### src/rtl/wpcg_map.svh
// Register offsets, field positions, reset values and timing counts of the clock control block
`ifndef WPCG_MAP_SVH
`define WPCG_MAP_SVH

// Register word offsets (byte addresses)
`define WPCG_ADDR_W 8
`define WPCG_OSC_CTRL_ADDR 8'h00
`define WPCG_MUL_SEL_ADDR 8'h04
`define WPCG_SYS_CFG_ADDR 8'h08
`define WPCG_STANDBY_ADDR 8'h0c

// Oscillator control register fields
`define WPCG_OSC_START_BIT 0
`define WPCG_OSC_BUSY_BIT 1
`define WPCG_OSC_EXT_A_BIT 2
`define WPCG_OSC_EXT_B_BIT 3
`define WPCG_OSC_SRC_BIT 4
`define WPCG_OSC_WUP_SEL_BIT 5
`define WPCG_OSC_MUL_EN_BIT 6
`define WPCG_OSC_DUR_LSB 8
`define WPCG_OSC_DUR_MSB 19

// Multiplier select register fields
`define WPCG_MUL_SEL_BIT 0
`define WPCG_MUL_SET_LSB 1
`define WPCG_MUL_SET_MSB 15
`define WPCG_MUL_STAT_BIT 18

// System clock configuration register fields
`define WPCG_SYS_GEAR_LSB 0
`define WPCG_SYS_GEAR_MSB 2
`define WPCG_SYS_PERIPH_SEL_BIT 8
`define WPCG_SYS_PRESC_LSB 12
`define WPCG_SYS_PRESC_MSB 14

// Standby register fields and mode codes
`define WPCG_STBY_LSB 0
`define WPCG_STBY_MSB 2
`define WPCG_STBY_DEEP_STOP 3'h1
`define WPCG_STBY_IDLE 3'h3

// Gear codes: undivided, 1/2, 1/4, 1/8, 1/16
`define WPCG_GEAR_DIV1 3'h0
`define WPCG_GEAR_DIV2 3'h1
`define WPCG_GEAR_DIV4 3'h2
`define WPCG_GEAR_DIV8 3'h3
`define WPCG_GEAR_DIV16 3'h4

// Largest prescaler code: divide by 32
`define WPCG_PRESC_DIV32 3'h5

// Reset values
`define WPCG_DUR_RESET 12'h000
`define WPCG_MUL_SET_RESET 15'h0000
`define WPCG_GEAR_RESET 3'h0
`define WPCG_PRESC_RESET 3'h0
`define WPCG_STBY_RESET 3'h3

// Cycles from a duration write until the readback shows it
`define WPCG_DUR_SYNC_CYCLES 3'h4

`endif

### src/rtl/wpcg_pkg.sv
// Types shared by the clock control block
`default_nettype none
package wpcg_pkg;

	// Operating state of the processor core
	typedef enum logic [1:0] {
		WPCG_NORMAL,
		WPCG_IDLE,
		WPCG_DEEP_STOP
	} wpcg_state_t;

	// Oscillator control fields that software writes
	typedef struct packed {
		logic multiplier_enable;
		logic warmup_clock_select;
		logic oscillator_source_select;
		logic external_oscillator_enable_b;
		logic external_oscillator_enable_a;
	} wpcg_osc_t;

	// System clock configuration fields
	typedef struct packed {
		logic [2:0] prescaler_divider_select;
		logic peripheral_clock_select;
		logic [2:0] gear_select;
	} wpcg_sys_cfg_t;

	// One-cycle clock enable pulses handed to the rest of the chip
	typedef struct packed {
		logic high_speed;
		logic system;
		logic peripheral;
		logic prescaler_input_clock;
	} wpcg_clk_en_t;

endpackage : wpcg_pkg
`default_nettype wire

### src/rtl/wpcg_clock_control.sv
// Warm-up timer, clock multiplier selection, clock gear and prescaler control
`timescale 1ns/1ps
`default_nettype none
`include "wpcg_map.svh"

// Overview of operation
// RQ1: Warm-up counter counts oscillator ticks or external ticks, chosen by warm-up clock select.
// RQ2: Duration field is 12 bits; the counter compares against it times sixteen.
// RQ3: Writing one to the warm-up start bit restarts the counter from zero.
// RQ4: Busy flag reads one during warm-up and zero once the duration elapses.
// RQ5: A new duration shows in readback only after a delay; software polls it.
// RQ6: Warm-up timer advances on oscillator ticks, so its time is approximate.
// RQ7: Leaving deep stop resets source, enables and select bits; duration is kept.
// RQ8: Multiplied clock runs at twice the oscillator rate.
// RQ9: After reset multiplier enable and select are clear; high-speed clock equals oscillator.
// RQ10: Software sets the multiplier value while disabled, then waits before enabling.
// RQ11: Software waits for lock after enabling before selecting the multiplied clock.
// RQ12: Only the single permitted times-two multiplier value may be written.
// RQ13: Software never uses multiplication while the internal oscillator feeds the system.
// RQ14: System clock divides by the gear setting; changes apply after a short delay.
// RQ15: Prescaler input divides the peripheral clock; undivided after reset.
// RQ16: Software leaves the gear alone while timers or peripherals run.
// RQ17: After reset the internal oscillator runs; external oscillator and multiplier unused.
// RQ18: Idle and deep stop both halt the processor core.
// RQ19: Gear offers exactly undivided, half, quarter, eighth and sixteenth.
// RQ20: Prescaler offers undivided, or divided by 2, 4, 8, 16 or 32.
// RQ21: Read-only status bit shows oscillator (zero) or multiplied clock (one).
// RQ22: Start clears counter and sets busy; busy clears when upper bits match.
module wpcg_clock_control (
	input wire logic clk,
	input wire logic rst_n,
	input wire logic [`WPCG_ADDR_W-1:0] reg_addr,
	input wire logic [31:0] reg_wdata,
	input wire logic reg_write,
	input wire logic reg_read,
	output logic [31:0] reg_rdata,
	input wire logic ext_warmup_tick,
	input wire logic sleep_request,
	input wire logic wake_request,
	output var wpcg_pkg::wpcg_osc_t osc_ctrl,
	output logic multiplied_clock_active,
	output var wpcg_pkg::wpcg_clk_en_t clk_en,
	output logic core_halt,
	output logic deep_stop_mode
);

	// Decoded register accesses
	logic wr_osc;
	logic wr_mul;
	logic wr_sys;
	logic wr_stby;
	assign wr_osc = reg_write && (reg_addr == `WPCG_OSC_CTRL_ADDR);
	assign wr_mul = reg_write && (reg_addr == `WPCG_MUL_SEL_ADDR);
	assign wr_sys = reg_write && (reg_addr == `WPCG_SYS_CFG_ADDR);
	assign wr_stby = reg_write && (reg_addr == `WPCG_STANDBY_ADDR);

	wpcg_pkg::wpcg_state_t state;
	wpcg_pkg::wpcg_sys_cfg_t sys_cfg;
	logic [2:0] standby_mode;
	logic multiplier_clock_select;
	logic [14:0] multiplier_setting;
	logic stop_exit;
	assign stop_exit = (state == wpcg_pkg::WPCG_DEEP_STOP) && wake_request;

	// Oscillator control fields; deep stop exit restores the internal oscillator
	always_ff @(posedge clk) begin
		if (!rst_n || stop_exit) begin
			osc_ctrl <= '0; // [RQ7] [RQ9] [RQ17]
		end else if (wr_osc) begin
			osc_ctrl.multiplier_enable <= reg_wdata[`WPCG_OSC_MUL_EN_BIT];
			osc_ctrl.warmup_clock_select <= reg_wdata[`WPCG_OSC_WUP_SEL_BIT];
			osc_ctrl.oscillator_source_select <= reg_wdata[`WPCG_OSC_SRC_BIT];
			osc_ctrl.external_oscillator_enable_b <= reg_wdata[`WPCG_OSC_EXT_B_BIT];
			osc_ctrl.external_oscillator_enable_a <= reg_wdata[`WPCG_OSC_EXT_A_BIT];
		end
	end

	// Multiplier select and multiplier value
	always_ff @(posedge clk) begin
		if (!rst_n) begin
			multiplier_clock_select <= 1'b0; // [RQ9]
			multiplier_setting <= `WPCG_MUL_SET_RESET;
		end else if (stop_exit) begin
			multiplier_clock_select <= 1'b0; // [RQ7]
		end else if (wr_mul) begin
			multiplier_clock_select <= reg_wdata[`WPCG_MUL_SEL_BIT];
			multiplier_setting <= reg_wdata[`WPCG_MUL_SET_MSB:`WPCG_MUL_SET_LSB];
		end
	end

	// Gear, peripheral select, prescaler select and standby mode
	always_ff @(posedge clk) begin
		if (!rst_n) begin
			sys_cfg.gear_select <= `WPCG_GEAR_RESET;
			sys_cfg.peripheral_clock_select <= 1'b0;
			sys_cfg.prescaler_divider_select <= `WPCG_PRESC_RESET; // [RQ15]
			standby_mode <= `WPCG_STBY_RESET;
		end else begin
			if (wr_sys) begin
				sys_cfg.gear_select <= reg_wdata[`WPCG_SYS_GEAR_MSB:`WPCG_SYS_GEAR_LSB];
				sys_cfg.peripheral_clock_select <= reg_wdata[`WPCG_SYS_PERIPH_SEL_BIT];
				sys_cfg.prescaler_divider_select <= reg_wdata[`WPCG_SYS_PRESC_MSB:`WPCG_SYS_PRESC_LSB];
			end
			if (wr_stby) begin
				standby_mode <= reg_wdata[`WPCG_STBY_MSB:`WPCG_STBY_LSB];
			end
		end
	end

	// Duration request and its delayed effective copy; reset only, never at stop exit
	logic [11:0] warmup_duration_req;
	logic [11:0] warmup_duration_value;
	logic [2:0] dur_sync_cnt;
	always_ff @(posedge clk) begin
		if (!rst_n) begin
			warmup_duration_req <= `WPCG_DUR_RESET;
			warmup_duration_value <= `WPCG_DUR_RESET;
			dur_sync_cnt <= 3'h0;
		end else if (wr_osc) begin
			warmup_duration_req <= reg_wdata[`WPCG_OSC_DUR_MSB:`WPCG_OSC_DUR_LSB];
			dur_sync_cnt <= `WPCG_DUR_SYNC_CYCLES; // [RQ5]
		end else if (dur_sync_cnt != 3'h0) begin
			dur_sync_cnt <= dur_sync_cnt - 3'h1;
			if (dur_sync_cnt == 3'h1) begin
				warmup_duration_value <= warmup_duration_req; // [RQ5] [RQ7]
			end
		end
	end

	// External warm-up tick: three stages, a rise counts once stages two and three agree
	logic ext_s1;
	logic ext_s2;
	logic ext_s3;
	logic ext_level;
	logic ext_tick;
	always_ff @(posedge clk) begin
		if (!rst_n) begin
			ext_s1 <= 1'b0;
			ext_s2 <= 1'b0;
			ext_s3 <= 1'b0;
			ext_level <= 1'b0;
			ext_tick <= 1'b0;
		end else begin
			ext_s1 <= ext_warmup_tick;
			ext_s2 <= ext_s1;
			ext_s3 <= ext_s2;
			if (ext_s2 == ext_s3) begin
				ext_level <= ext_s3;
			end
			ext_tick <= (ext_s2 == ext_s3) && ext_s3 && !ext_level;
		end
	end

	// Oscillator tick at half the clk rate; clk stands for the multiplied rate
	logic osc_tick;
	always_ff @(posedge clk) begin
		if (!rst_n) begin
			osc_tick <= 1'b0;
		end else begin
			osc_tick <= !osc_tick;
		end
	end

	// Warm-up counter and busy flag
	logic [15:0] warmup_cnt;
	logic warmup_busy_flag;
	logic warmup_start;
	logic warmup_step;
	logic warmup_hit;
	assign warmup_start = wr_osc && reg_wdata[`WPCG_OSC_START_BIT];
	assign warmup_step = osc_ctrl.warmup_clock_select ? ext_tick : osc_tick; // [RQ1] [RQ6]
	assign warmup_hit = (warmup_cnt[15:4] == warmup_duration_value); // [RQ2]
	always_ff @(posedge clk) begin
		if (!rst_n) begin
			warmup_cnt <= 16'h0000;
			warmup_busy_flag <= 1'b0;
		end else if (warmup_start) begin
			warmup_cnt <= 16'h0000; // [RQ3] [RQ22]
			warmup_busy_flag <= 1'b1; // [RQ4] [RQ22]
		end else if (warmup_busy_flag) begin
			if (warmup_hit) begin
				warmup_busy_flag <= 1'b0; // [RQ4] [RQ22]
			end else if (warmup_step) begin
				warmup_cnt <= warmup_cnt + 16'h0001; // [RQ3]
			end
		end
	end

	// Switch the high-speed source only on an oscillator tick boundary
	always_ff @(posedge clk) begin
		if (!rst_n) begin
			multiplied_clock_active <= 1'b0; // [RQ9]
		end else if (osc_tick) begin
			multiplied_clock_active <= multiplier_clock_select && osc_ctrl.multiplier_enable; // [RQ21]
		end
	end

	// Core state: idle or deep stop entered on sleep, left on wake
	always_ff @(posedge clk) begin
		if (!rst_n) begin
			state <= wpcg_pkg::WPCG_NORMAL;
		end else begin
			unique case (state)
				wpcg_pkg::WPCG_NORMAL: begin
					if (sleep_request && standby_mode == `WPCG_STBY_IDLE) begin
						state <= wpcg_pkg::WPCG_IDLE;
					end else if (sleep_request && standby_mode == `WPCG_STBY_DEEP_STOP) begin
						state <= wpcg_pkg::WPCG_DEEP_STOP;
					end
				end
				wpcg_pkg::WPCG_IDLE, wpcg_pkg::WPCG_DEEP_STOP: begin
					if (wake_request) begin
						state <= wpcg_pkg::WPCG_NORMAL;
					end
				end
			endcase
		end
	end

	// Halt indications follow the state
	always_ff @(posedge clk) begin
		if (!rst_n) begin
			core_halt <= 1'b0;
			deep_stop_mode <= 1'b0;
		end else begin
			core_halt <= (state != wpcg_pkg::WPCG_NORMAL); // [RQ18]
			deep_stop_mode <= (state == wpcg_pkg::WPCG_DEEP_STOP);
		end
	end

	// Divider mask for a gear code; codes above sixteenth act as undivided
	function automatic logic [3:0] gear_mask(input logic [2:0] code);
		logic [3:0] m;
		m = 4'h0;
		unique case (code)
			`WPCG_GEAR_DIV2: m = 4'h1;
			`WPCG_GEAR_DIV4: m = 4'h3;
			`WPCG_GEAR_DIV8: m = 4'h7;
			`WPCG_GEAR_DIV16: m = 4'hf;
			default: m = 4'h0;
		endcase
		return m;
	endfunction : gear_mask

	// High-speed tick outside deep stop: every clk with the multiplier, every other one without
	logic run;
	logic fc_tick;
	assign run = (state != wpcg_pkg::WPCG_DEEP_STOP);
	assign fc_tick = run && (multiplied_clock_active || osc_tick); // [RQ8]

	// Gear divider; a new gear waits for the sixteen-tick boundary
	logic [3:0] gear_cnt;
	logic [2:0] active_gear;
	logic gear_tick;
	assign gear_tick = fc_tick && ((gear_cnt & gear_mask(active_gear)) == 4'h0); // [RQ14] [RQ19]
	always_ff @(posedge clk) begin
		if (!rst_n) begin
			gear_cnt <= 4'h0;
			active_gear <= `WPCG_GEAR_RESET;
		end else if (fc_tick) begin
			gear_cnt <= gear_cnt + 4'h1;
			if (gear_cnt == 4'hf) begin
				active_gear <= sys_cfg.gear_select; // [RQ14]
			end
		end
	end

	// Prescaler on the peripheral clock, divide by two to the code; codes above divide by 32 run undivided
	logic periph_tick;
	logic [4:0] pre_cnt;
	logic [4:0] pre_mask;
	logic pre_tick;
	assign periph_tick = sys_cfg.peripheral_clock_select ? fc_tick : gear_tick;
	assign pre_tick = periph_tick && ((pre_cnt & pre_mask) == 5'h00); // [RQ15] [RQ20]
	always_comb begin
		pre_mask = 5'h00;
		if (sys_cfg.prescaler_divider_select <= `WPCG_PRESC_DIV32) begin
			pre_mask = 5'(6'h01 << sys_cfg.prescaler_divider_select) - 5'h01; // [RQ20]
		end
	end
	always_ff @(posedge clk) begin
		if (!rst_n) begin
			pre_cnt <= 5'h00;
		end else if (periph_tick) begin
			pre_cnt <= pre_cnt + 5'h01;
		end
	end

	// Registered clock enables
	always_ff @(posedge clk) begin
		if (!rst_n) begin
			clk_en <= '0;
		end else begin
			clk_en.high_speed <= fc_tick;
			clk_en.system <= gear_tick;
			clk_en.peripheral <= periph_tick;
			clk_en.prescaler_input_clock <= pre_tick;
		end
	end

	// Read data one cycle after the read strobe; unmapped reads return zero
	always_ff @(posedge clk) begin
		if (!rst_n) begin
			reg_rdata <= 32'h00000000;
		end else if (reg_read) begin
			reg_rdata <= 32'h00000000;
			unique case (reg_addr)
				`WPCG_OSC_CTRL_ADDR: begin
					reg_rdata[`WPCG_OSC_BUSY_BIT] <= warmup_busy_flag; // [RQ4]
					reg_rdata[`WPCG_OSC_EXT_A_BIT] <= osc_ctrl.external_oscillator_enable_a;
					reg_rdata[`WPCG_OSC_EXT_B_BIT] <= osc_ctrl.external_oscillator_enable_b;
					reg_rdata[`WPCG_OSC_SRC_BIT] <= osc_ctrl.oscillator_source_select;
					reg_rdata[`WPCG_OSC_WUP_SEL_BIT] <= osc_ctrl.warmup_clock_select;
					reg_rdata[`WPCG_OSC_MUL_EN_BIT] <= osc_ctrl.multiplier_enable;
					reg_rdata[`WPCG_OSC_DUR_MSB:`WPCG_OSC_DUR_LSB] <= warmup_duration_value; // [RQ5]
				end
				`WPCG_MUL_SEL_ADDR: begin
					reg_rdata[`WPCG_MUL_SEL_BIT] <= multiplier_clock_select;
					reg_rdata[`WPCG_MUL_SET_MSB:`WPCG_MUL_SET_LSB] <= multiplier_setting;
					reg_rdata[`WPCG_MUL_STAT_BIT] <= multiplied_clock_active; // [RQ21]
				end
				`WPCG_SYS_CFG_ADDR: begin
					reg_rdata[`WPCG_SYS_GEAR_MSB:`WPCG_SYS_GEAR_LSB] <= sys_cfg.gear_select;
					reg_rdata[`WPCG_SYS_PERIPH_SEL_BIT] <= sys_cfg.peripheral_clock_select;
					reg_rdata[`WPCG_SYS_PRESC_MSB:`WPCG_SYS_PRESC_LSB] <= sys_cfg.prescaler_divider_select;
				end
				`WPCG_STANDBY_ADDR: begin
					reg_rdata[`WPCG_STBY_MSB:`WPCG_STBY_LSB] <= standby_mode;
				end
				default: reg_rdata <= 32'h00000000;
			endcase
		end
	end
endmodule : wpcg_clock_control
`default_nettype wire

### config.mk
export PLATFORM = sky130hd
export DESIGN_NAME = wpcg_clock_control
export DESIGN_NICKNAME = d
export VERILOG_FILES = /design/src/rtl/wpcg_pkg.sv /design/src/rtl/wpcg_clock_control.sv
export VERILOG_INCLUDE_DIRS = /design/src /design/src/rtl
export SDC_FILE = /design/constraint.sdc
export NUM_CORES = 1
export LEC_CHECK = 0
export BUFFER_PORTS_ARGS = -buffer_cell sky130_fd_sc_hd__buf_2
export CAP_MARGIN = 20
export CELL_PAD_IN_SITES_DETAIL_PLACEMENT = 0
export CELL_PAD_IN_SITES_GLOBAL_PLACEMENT = 2
export CORE_AREA = 2 2 166 103
export CTS_CLUSTER_SIZE = 10
export DETAILED_ROUTE_END_ITERATION = 7
export DIE_AREA = 0 0 168 105
export GPL_ROUTABILITY_DRIVEN = 0
export PLACE_DENSITY_LB_ADDON = 0.1
export SLEW_MARGIN = 20
export SYNTH_ARGS = -nofsm -noshare
export SYNTH_HDL_FRONTEND = slang
export SYNTH_SLANG_ARGS = --single-unit
### constraint.sdc
create_clock -name clk -period 2.35 [get_ports clk]
set_input_delay 0.47 -clock clk [delete_from_list [all_inputs] [get_ports clk]]
set_output_delay 0.47 -clock clk [all_outputs]
set_load 0.01 [all_outputs]
==> results by group, run 1 <==
Clock network
  – Cts hold-fix bufs: 0
  – CTS tree: built
  – Clock buffer count from CTS: 17
  – Longest Clk Path Bufs: 2
  – Worst skew pair latency: a little over 0.4 ns
  – Setup bufs post-CTS: 0
  – Clk root buf: clkbuf_16
  – Post-CTS sizing: 0
  – CTS HTree Levels: 4
  – CTS Sinks: 122
  – Clk pin slew, worst setup/hold paths: approximately 0.06 ns

Critical path
  – Setup slack, reg-to-reg: ~0.4 ns
  – Max FO, Critical Path: 12
  – Setup CP Type: in -> reg
  – FF-to-FF path depth: 5
  – RR Endpoint: warmup_cnt[15]
  – Largest stage delay, worst path: 0.56 ns
  – Crit path required time: around 2.6 ns
  – Worst setup EP type: register
  – Worst r2r src: osc_ctrl[3]
  – CP Launch Type: input port
  – Crit-path cells: buf_2, or4_4, or4b_4, buf_4, o21ai_4, buf_12, a21oi_1
  – Critical path's slowest cell: or4b_4
  – Worst Path Arrival: 2.24 ns

Cells and area
  – Fill cells: 1602
  – Register area: between 0.002 and 0.0025 sq mm
  – Nets: between 700 and 800
  – Ant diodes: 0
  – Layout cells sized above 1: 0.1888
  – Layout Utilization: 0.4114
  – Multi-input logic area: around 0.0027 sq mm
  – Area grow syn2layout: 21.83%

STA
  – RSZ-0062 raised after global routing: false
  – Slew @ Worst Pin: between 0.6 and 0.7 ns
  – Post-layout min period: slightly below 2 ns
  – Final hold slack: 0.2799 ns
  – Fin crit share: 0.8295
  – Post-Route Skew: around 0.011 ns
  – # setup viols final: 0
  – Fmax: a little over 500 MHz
  – Final Max Tran Viols: 0
  – Setup ws final: approximately 0.4 ns
  – Hold violation total from the final report: 0
  – Worst slew margin: 0.5479

Min path
  – Hold path endpoint: ext_s1
  – Hold Path Stages: 2
  – Worst hold start: ext_warmup_tick
  – Hold Crit Class: in -> reg

Logic synthesis
  – Post-synthesis sequential area ratio: 0.4523
  – Netlist cell types: between 50 and 60
  – Cell Area, Synth: about 0.0054 sq mm
  – Yosys reg bits: 122
  – Fraction of registers with async set or reset after synthesis: 0
  – Post-synth EDFFs: 0
  – Main synth FF type: dfxtp_1
  – Mean Syn Cell Area: between 8 and 9 sq um
  – Synth warn: 0
  – Gate Count Post-Synth: between 600 and 700

Route
  – Drt wl/cell: roughly 16 um
  – DRC viols: 0
  – Vias: ~4400
  – Antenna-violating nets left: 0
  – Post-DR vias/cell: between 4 and 5
  – DRT iter0 DRCs: 237
  – 1st-pass router iterations: 4
  – Final wirelength: 14370 um

Placed design
  – Port bufs: 66
  – Final HPWL DP: between 10000 and 15000 um
  – Post-placement setup slack: -0.03391 ns

Die
  – Die ar.: between 0.015 and 0.02 sq mm
  – Initial Util: 0.3377
  – I/O pin total: 91
  – Die height: 105 um
  – Die W: approximately 170 um
  – FP Rows: 36
  – Total core area: between 0.015 and 0.02 sq mm

Global routing
  – Vias in the first global route: around 4200
  – Largest net degree at the start of global routing: just under 90
  – Total GRT Usage: 0.1685
  – Initial antenna violation count: 0
  – First-pass GRT wire length: roughly 23000 um
  – GRT overflow: 0

Pwr
  – LEAKAGE: roughly 0.0027 uW
  – Power per Cell Area: around 770 mW/mm^2
  – Worst ir drop on vdd: approximately 0.00028 V

Status
  – Status: completed

Flow run
  – Max-cap violations: 0
## metrics by stage
stage / area [sq um] / instances / TNS, ns / total power (uW)
after CTS: 6579 / 903 / 0 / 5155
after floorplan: 5441 / 615 / 0 / 2487
final: 6579 / 903 / 0 / 5081
after global placement: 6006 / 871 / -0.09563 / 2587
after detailed placement: 6006 / 871 / -0.2623 / 2600
after global routing: 6579 / 903 / 0 / 5300
## how the worst max path moves through the flow
stage	slack [ns]	cells after the start	endpoint	from
2_1_floorplan	0.21	6	warmup_duration_value[10]	reg_addr[7]
3_3_place_gp	-0.02	6	warmup_duration_value[7]	reg_addr[7]
3_5_place_dp	-0.03	6	warmup_duration_value[3]	reg_addr[7]
4_1_cts	0.40	5	warmup_cnt[15]	osc_ctrl[3]
5_1_grt	0.21	5	warmup_cnt[15]	osc_ctrl[3]
6_report	0.40	7	warmup_cnt[10]	reg_addr[7]
## cell type report
type / count / area share
Multi-Input combinational cell: 436 / 0.4112
Sequential cell: 122 / 0.3712
Timing Repair Buffer: 89 / 0.08216
Clock buffer: 21 / 0.06847
Tap cell: 209 / 0.03975
Clock inverter: 11 / 0.01864
Inverter: 15 / 0.008558
## worst max-delay path: cells and delay by family
kind / cells / cell delay, ns
compound gates: 2 / 0.22
buf+inv: 3 / 0.43
simple gates: 2 / 1.10
## layer usage
| layer | global-route usage | wire [um] |
|---|---|---|
| met3 | 0.03258 | 562 |
| met4 | 0.05776 | 145 |
| met1 | 0.2486 | 7741 |
| met2 | 0.2429 | 5922 |
| met5 | 0 | 0 |
## sequential cells by signal (all words and copies together), names as in the netlist, 5 cells and up
register               cells
multiplier_setting        15
osc_ctrl                   5
pre_cnt                    5
reg_rdata                 20
sys_cfg                    7
warmup_cnt                16
warmup_duration_req       12
warmup_duration_value     12
## cell usage after synthesis (3+ instances only)
| cell type | n | share of area |
|---|---|---|
| dfxtp_1 | 122 | 0.45 |
| o21ai_0 | 21 | 0.019 |
| xor2_1 | 4 | 0.0065 |
| and2_1 | 8 | 0.0093 |
| nor2_1 | 83 | 0.058 |
| or4_1 | 6 | 0.0083 |
| nand3_1 | 19 | 0.018 |
| buf_2 | 4 | 0.0037 |
| and4_1 | 3 | 0.0049 |
| mux2i_1 | 57 | 0.11 |
| o31ai_1 | 5 | 0.0070 |
| nand4_1 | 13 | 0.015 |
| nand2_1 | 63 | 0.044 |
| clkbuf_1 | 19 | 0.013 |
| ha_1 | 15 | 0.035 |
| o21a_1 | 3 | 0.0042 |
| a21oi_1 | 55 | 0.051 |
| or3_1 | 16 | 0.019 |
| xnor2_1 | 14 | 0.023 |
| and3_1 | 4 | 0.0046 |
| inv_1 | 14 | 0.0097 |
| buf_4 | 15 | 0.021 |
| a22oi_1 | 5 | 0.0070 |
## power breakdown
group	switching, uW	internal, uW	leakage, uW	total (uW)
logic	251	163	0.00146	414
clock network	944	1580	0.000269	2530
registers	30.3	2110	0.000986	2140
total	1230	3860	0.00272	5080
## kinds of logic after synthesis
group / synth area share
multiplexers: 0.1182
AO/OA/AOI/OAI: 0.1054
AND/OR/NAND/NOR: 0.2041
adder cells (fa/ha/maj): 0.03475
buffers and inverters: 0.05538
other: 0.0006944
flip-flops: 0.4523
XOR/XNOR: 0.02919
## cell usage in the layout (no fill, tap or decap), types with 12 or more instances in the layout
cell type and instances:
dfxtp_1 122, nor2_1 83, buf_2 66, nand2_1 63, mux2i_1 57, a21oi_1 55, o21ai_0 21, buf_4 20
nand3_1 19, clkbuf_16 17, or3_1 16, ha_1 15, inv_1 14, xnor2_1 14, nand4_1 13, conb_1 12
(Power assumes the default switching activity.)
==> inputs of run 2 (changes only) <==
--- a/config.mk
+++ b/config.mk
@@ -6,14 +6,15 @@
 export SDC_FILE = /design/constraint.sdc
 export NUM_CORES = 1
 export LEC_CHECK = 0
+export ABC_AREA = 1
 export BUFFER_PORTS_ARGS = -buffer_cell sky130_fd_sc_hd__buf_2
 export CAP_MARGIN = 20
 export CELL_PAD_IN_SITES_DETAIL_PLACEMENT = 0
 export CELL_PAD_IN_SITES_GLOBAL_PLACEMENT = 2
-export CORE_AREA = 2 2 166 103
+export CORE_AREA = 2 2 178 110
 export CTS_CLUSTER_SIZE = 10
 export DETAILED_ROUTE_END_ITERATION = 7
-export DIE_AREA = 0 0 168 105
+export DIE_AREA = 0 0 180 112
 export GPL_ROUTABILITY_DRIVEN = 0
 export PLACE_DENSITY_LB_ADDON = 0.1
 export SLEW_MARGIN = 20
==> constraint.sdc (replaced) <==
create_clock -name clk -period 1.9 [get_ports clk]
set_input_delay 0.38 -clock clk [delete_from_list [all_inputs] [get_ports clk]]
set_output_delay 0.38 -clock clk [all_outputs]
set_load 0.01 [all_outputs]
==> run 2 against run 1 <==
Highest routed layer unchanged. Die area is 14% higher. Sequential cell count stayed put. Non-clock buffer count is 3 higher. Count of clock-buffer cells in the layout is 2 lower. Worst hold slack worse by 0.072 ns. Critical path depth is 1 higher. Cell count is 24% higher. Sequential share of layout area is 2.6 points lower. First-iteration DRC count is 19% higher. Wire length is 19% higher. Synthesized cell count is 30% higher. Critical path type is now reg -> reg.
==> results by group, run 2 <==
Global routing
  – Largest net degree at the start of global routing: 40
  – GRT overflow: 0
  – Vias in the first global route: between 4000 and 5000
  – First-pass GRT wire length: 27340 um
  – Initial antenna violation count: 0
  – Total GRT Usage: 0.1750

Cells and area
  – Most frequent cells in the layout: nand2_1 (136), dfxtp_1 (122), nor2_1 (90)
  – Ant diodes: 0
  – Layout cells sized above 1: 0.1941
  – Area grow syn2layout: 20.92%
  – Most common cell after layout, fill and taps aside: nand2_1
  – Largest register FFs: 20
  – Register with the most flip-flops: reg_rdata
  – Fill cells: ~2000
  – Nets: roughly 900
  – Largest regs: reg_rdata x20, warmup_cnt x16, multiplier_setting x15

Clock network
  – CTS tree: built
  – CTS HTree Levels: 4
  – Longest Clk Path Bufs: 2
  – Clock buffer count from CTS: 17
  – CTS Sinks: about 120
  – Worst skew pair latency: slightly above 0.4 ns
  – Clk pin slew, worst setup/hold paths: roughly 0.060 ns
  – Clk root buf: clkbuf_16
  – Cts hold-fix bufs: 0
  – Setup bufs post-CTS: 0

Logic synthesis
  – Post-Synth Adder-Cell Area: 0.03205
  – Synth top area cells: dfxtp_1 (42%), nand2_1 (8.7%), o21ai_0 (6.5%)
  – Post-synthesis sequential area ratio: 0.4171
  – Post-synth EDFFs: 0
  – Cell Area, Synth: roughly 0.006 sq mm
  – Combinational family with the most area after synthesis: simple AND/OR/NAND/NOR gates
  – Mean Syn Cell Area: ~7.5 sq um
  – Most frequent cell after synthesis: nand2_1
  – Fraction of registers with async set or reset after synthesis: 0
  – Simple-Gate Fraction of Synth Area: 0.2400
  – Main synth FF type: dfxtp_1
  – Gate Count Post-Synth: approximately 790
  – Mux cell area share after synthesis: 0
  – Yosys top cell area share: 0.4171
  – Yosys reg bits: between 100 and 150
  – Netlist cell types: a little over 40
  – Area leader, netlist: dfxtp_1
  – XOR/XNOR Fraction of Synth Area: 0.02372
  – Synth warn: 0
  – Synth Area in Compound Gates: 0.1763
  – List of most frequent post-synthesis cells: nand2_1 (136), dfxtp_1 (122), nor2_1 (90)

Critical path
  – Crit path required time: between 2 and 2.5 ns
  – CP Launch Type: register
  – Setup CP Type: reg -> reg
  – FF-to-FF path depth: 8
  – Max FO, Critical Path: 24
  – Worst setup EP type: register
  – Worst Path Arrival: around 2 ns

Die
  – Total core area: about 0.019 sq mm
  – Initial Util: 0.3150
  – Die ar.: 0.02016 sq mm
  – Die height: around 110 um
  – FP Rows: 39
  – Die W: between 150 and 200 um
  – I/O pin total: between 90 and 100

STA
  – Setup TNS: 0 ns
  – Setup ws final: 0.1968 ns
  – # setup viols final: 0
  – Post-layout min period: about 1.7 ns
  – Fin crit share: 0.8964
  – Slew @ Worst Pin: 0.5473 ns
  – Fmax: ~600 MHz
  – Worst slew margin: 0.6347
  – Hold violation total from the final report: 0
  – RSZ-0062 raised after global routing: false
  – Final Max Tran Viols: 0
  – Post-Route Skew: 0.007179 ns

Route
  – DRC viols: 0
  – Vias: approximately 5300
  – Drt wl/cell: between 15 and 20 um
  – 1st-pass router iterations: 4
  – Final wirelength: about 17000 um
  – Antenna-violating nets left: 0
  – Post-DR vias/cell: roughly 4.7
  – DRT iter0 DRCs: about 280

Placed design
  – Final HPWL DP: about 13000 um
  – Post-placement setup slack: 0.1018 ns
  – Port bufs: 66

Pwr
  – Switching Share: 0.2941
  – LEAKAGE: 0.002955 uW
  – Switch Pwr: 2217 uW
  – Part of the power in the clock network: 0.435
  – Pint: around 5300 uW
  – Worst ir drop on vdd: ~0.00054 V
  – Power per Cell Area: about 1100 mW/mm^2
  – Reg power frac: 0.376
  – Combinational share of power: 0.189

Status
  – Status: completed

Flow run
  – Max-cap violations: 0

Min path
  – Hold Path Stages: 3
  – Hold Crit Class: in -> reg
-- run 2: cell types whose count changed after synthesis, moves of 11 or more --
cell     change
a21oi_2     +15
o21ai_0     +55
nand2_1     +73
inv_1       +74
or3_1       -16
o21ai_1     +11
mux2i_1     -57
nand4_1     +14
-- run 2: timing repair --
item,in CTS,in global routing
hold endpoints to repair,0,0
endpoints found under the setup margin,0,6
gates resized for setup,0,3
-- run 2: layout make-up --
class                   count  area [sq um]  share of cell area
clock buffers              19         442.9             0.06256
clock inverters            12         150.1             0.02121
inverters                  94         352.8             0.04983
multi-input cells         537          2821              0.3985
flip-flops and latches    122          2442              0.3449
well taps                 246         307.8             0.04347
repair buffers             92         563.0             0.07952
-- run 2: worst paths after layout --
check,startpoint,end,slack [ns]
hold reg to reg,ext_level,ext_tick,0.41
setup / recovery,dur_sync_cnt[0],warmup_duration_value[0],0.20
hold / removal,ext_warmup_tick,ext_s1,0.21
setup reg to reg,dur_sync_cnt[0],warmup_duration_value[0],0.20
-- run 2: cell families after synthesis --
family | count (synthesis)
compound gates | 184
xor+xnor | 15
fa+ha+maj | 15
buf+inv | 137
flops | 122
other cells | 1
simple gates | 311
-- run 2: power groups by stage --
stage,clock network [uW],registers (uW),logic [uW]
after CTS,3350,2840,1420
after global routing,3480,2860,1570
after global placement,0,2890,1390
final,3280,2840,1420
after detailed placement,0,2890,1410
after floorplan,0,2880,945
-- run 2: per-stage QoR --
stage | std cells | cell area, sq um | utilization | power [uW] | hold WS [ns]
2_1_floorplan | 796 | 5897 | - | 3821 | 0.3900
3_3_place_gp | 1091 | 6475 | 0.3483 | 4280 | 0.3999
3_5_place_dp | 1091 | 6475 | 0.3483 | 4302 | 0.4025
4_1_cts | 1122 | 7068 | 0.3802 | 7612 | 0.2063
5_1_grt | 1122 | 7081 | 0.3808 | 7915 | 0.2097
6_report | 1122 | 7081 | 0.3808 | 7541 | 0.2084
-- run 2: critical path, cell delays in order (launching register included) --
cell and delay [ns]:
dfxtp_1 0.37, inv_1 0.06, ha_1 0.21, ha_1 0.25, nor2_1 0.16, nand3_2 0.10, buf_12 0.17, o21ai_0 0.20
a21oi_1 0.06
-- run 2: metal layers --
layer / vias to the layer above / share of wire / global-route usage
met2: 120 / 0.37 / 0.2314
met1: 2411 / 0.57 / 0.2730
li1: 2711 / - / -
met3: 9 / 0.056 / 0.04907
met4: 0 / 0.0054 / 0.04065
met5: - / 0 / 0
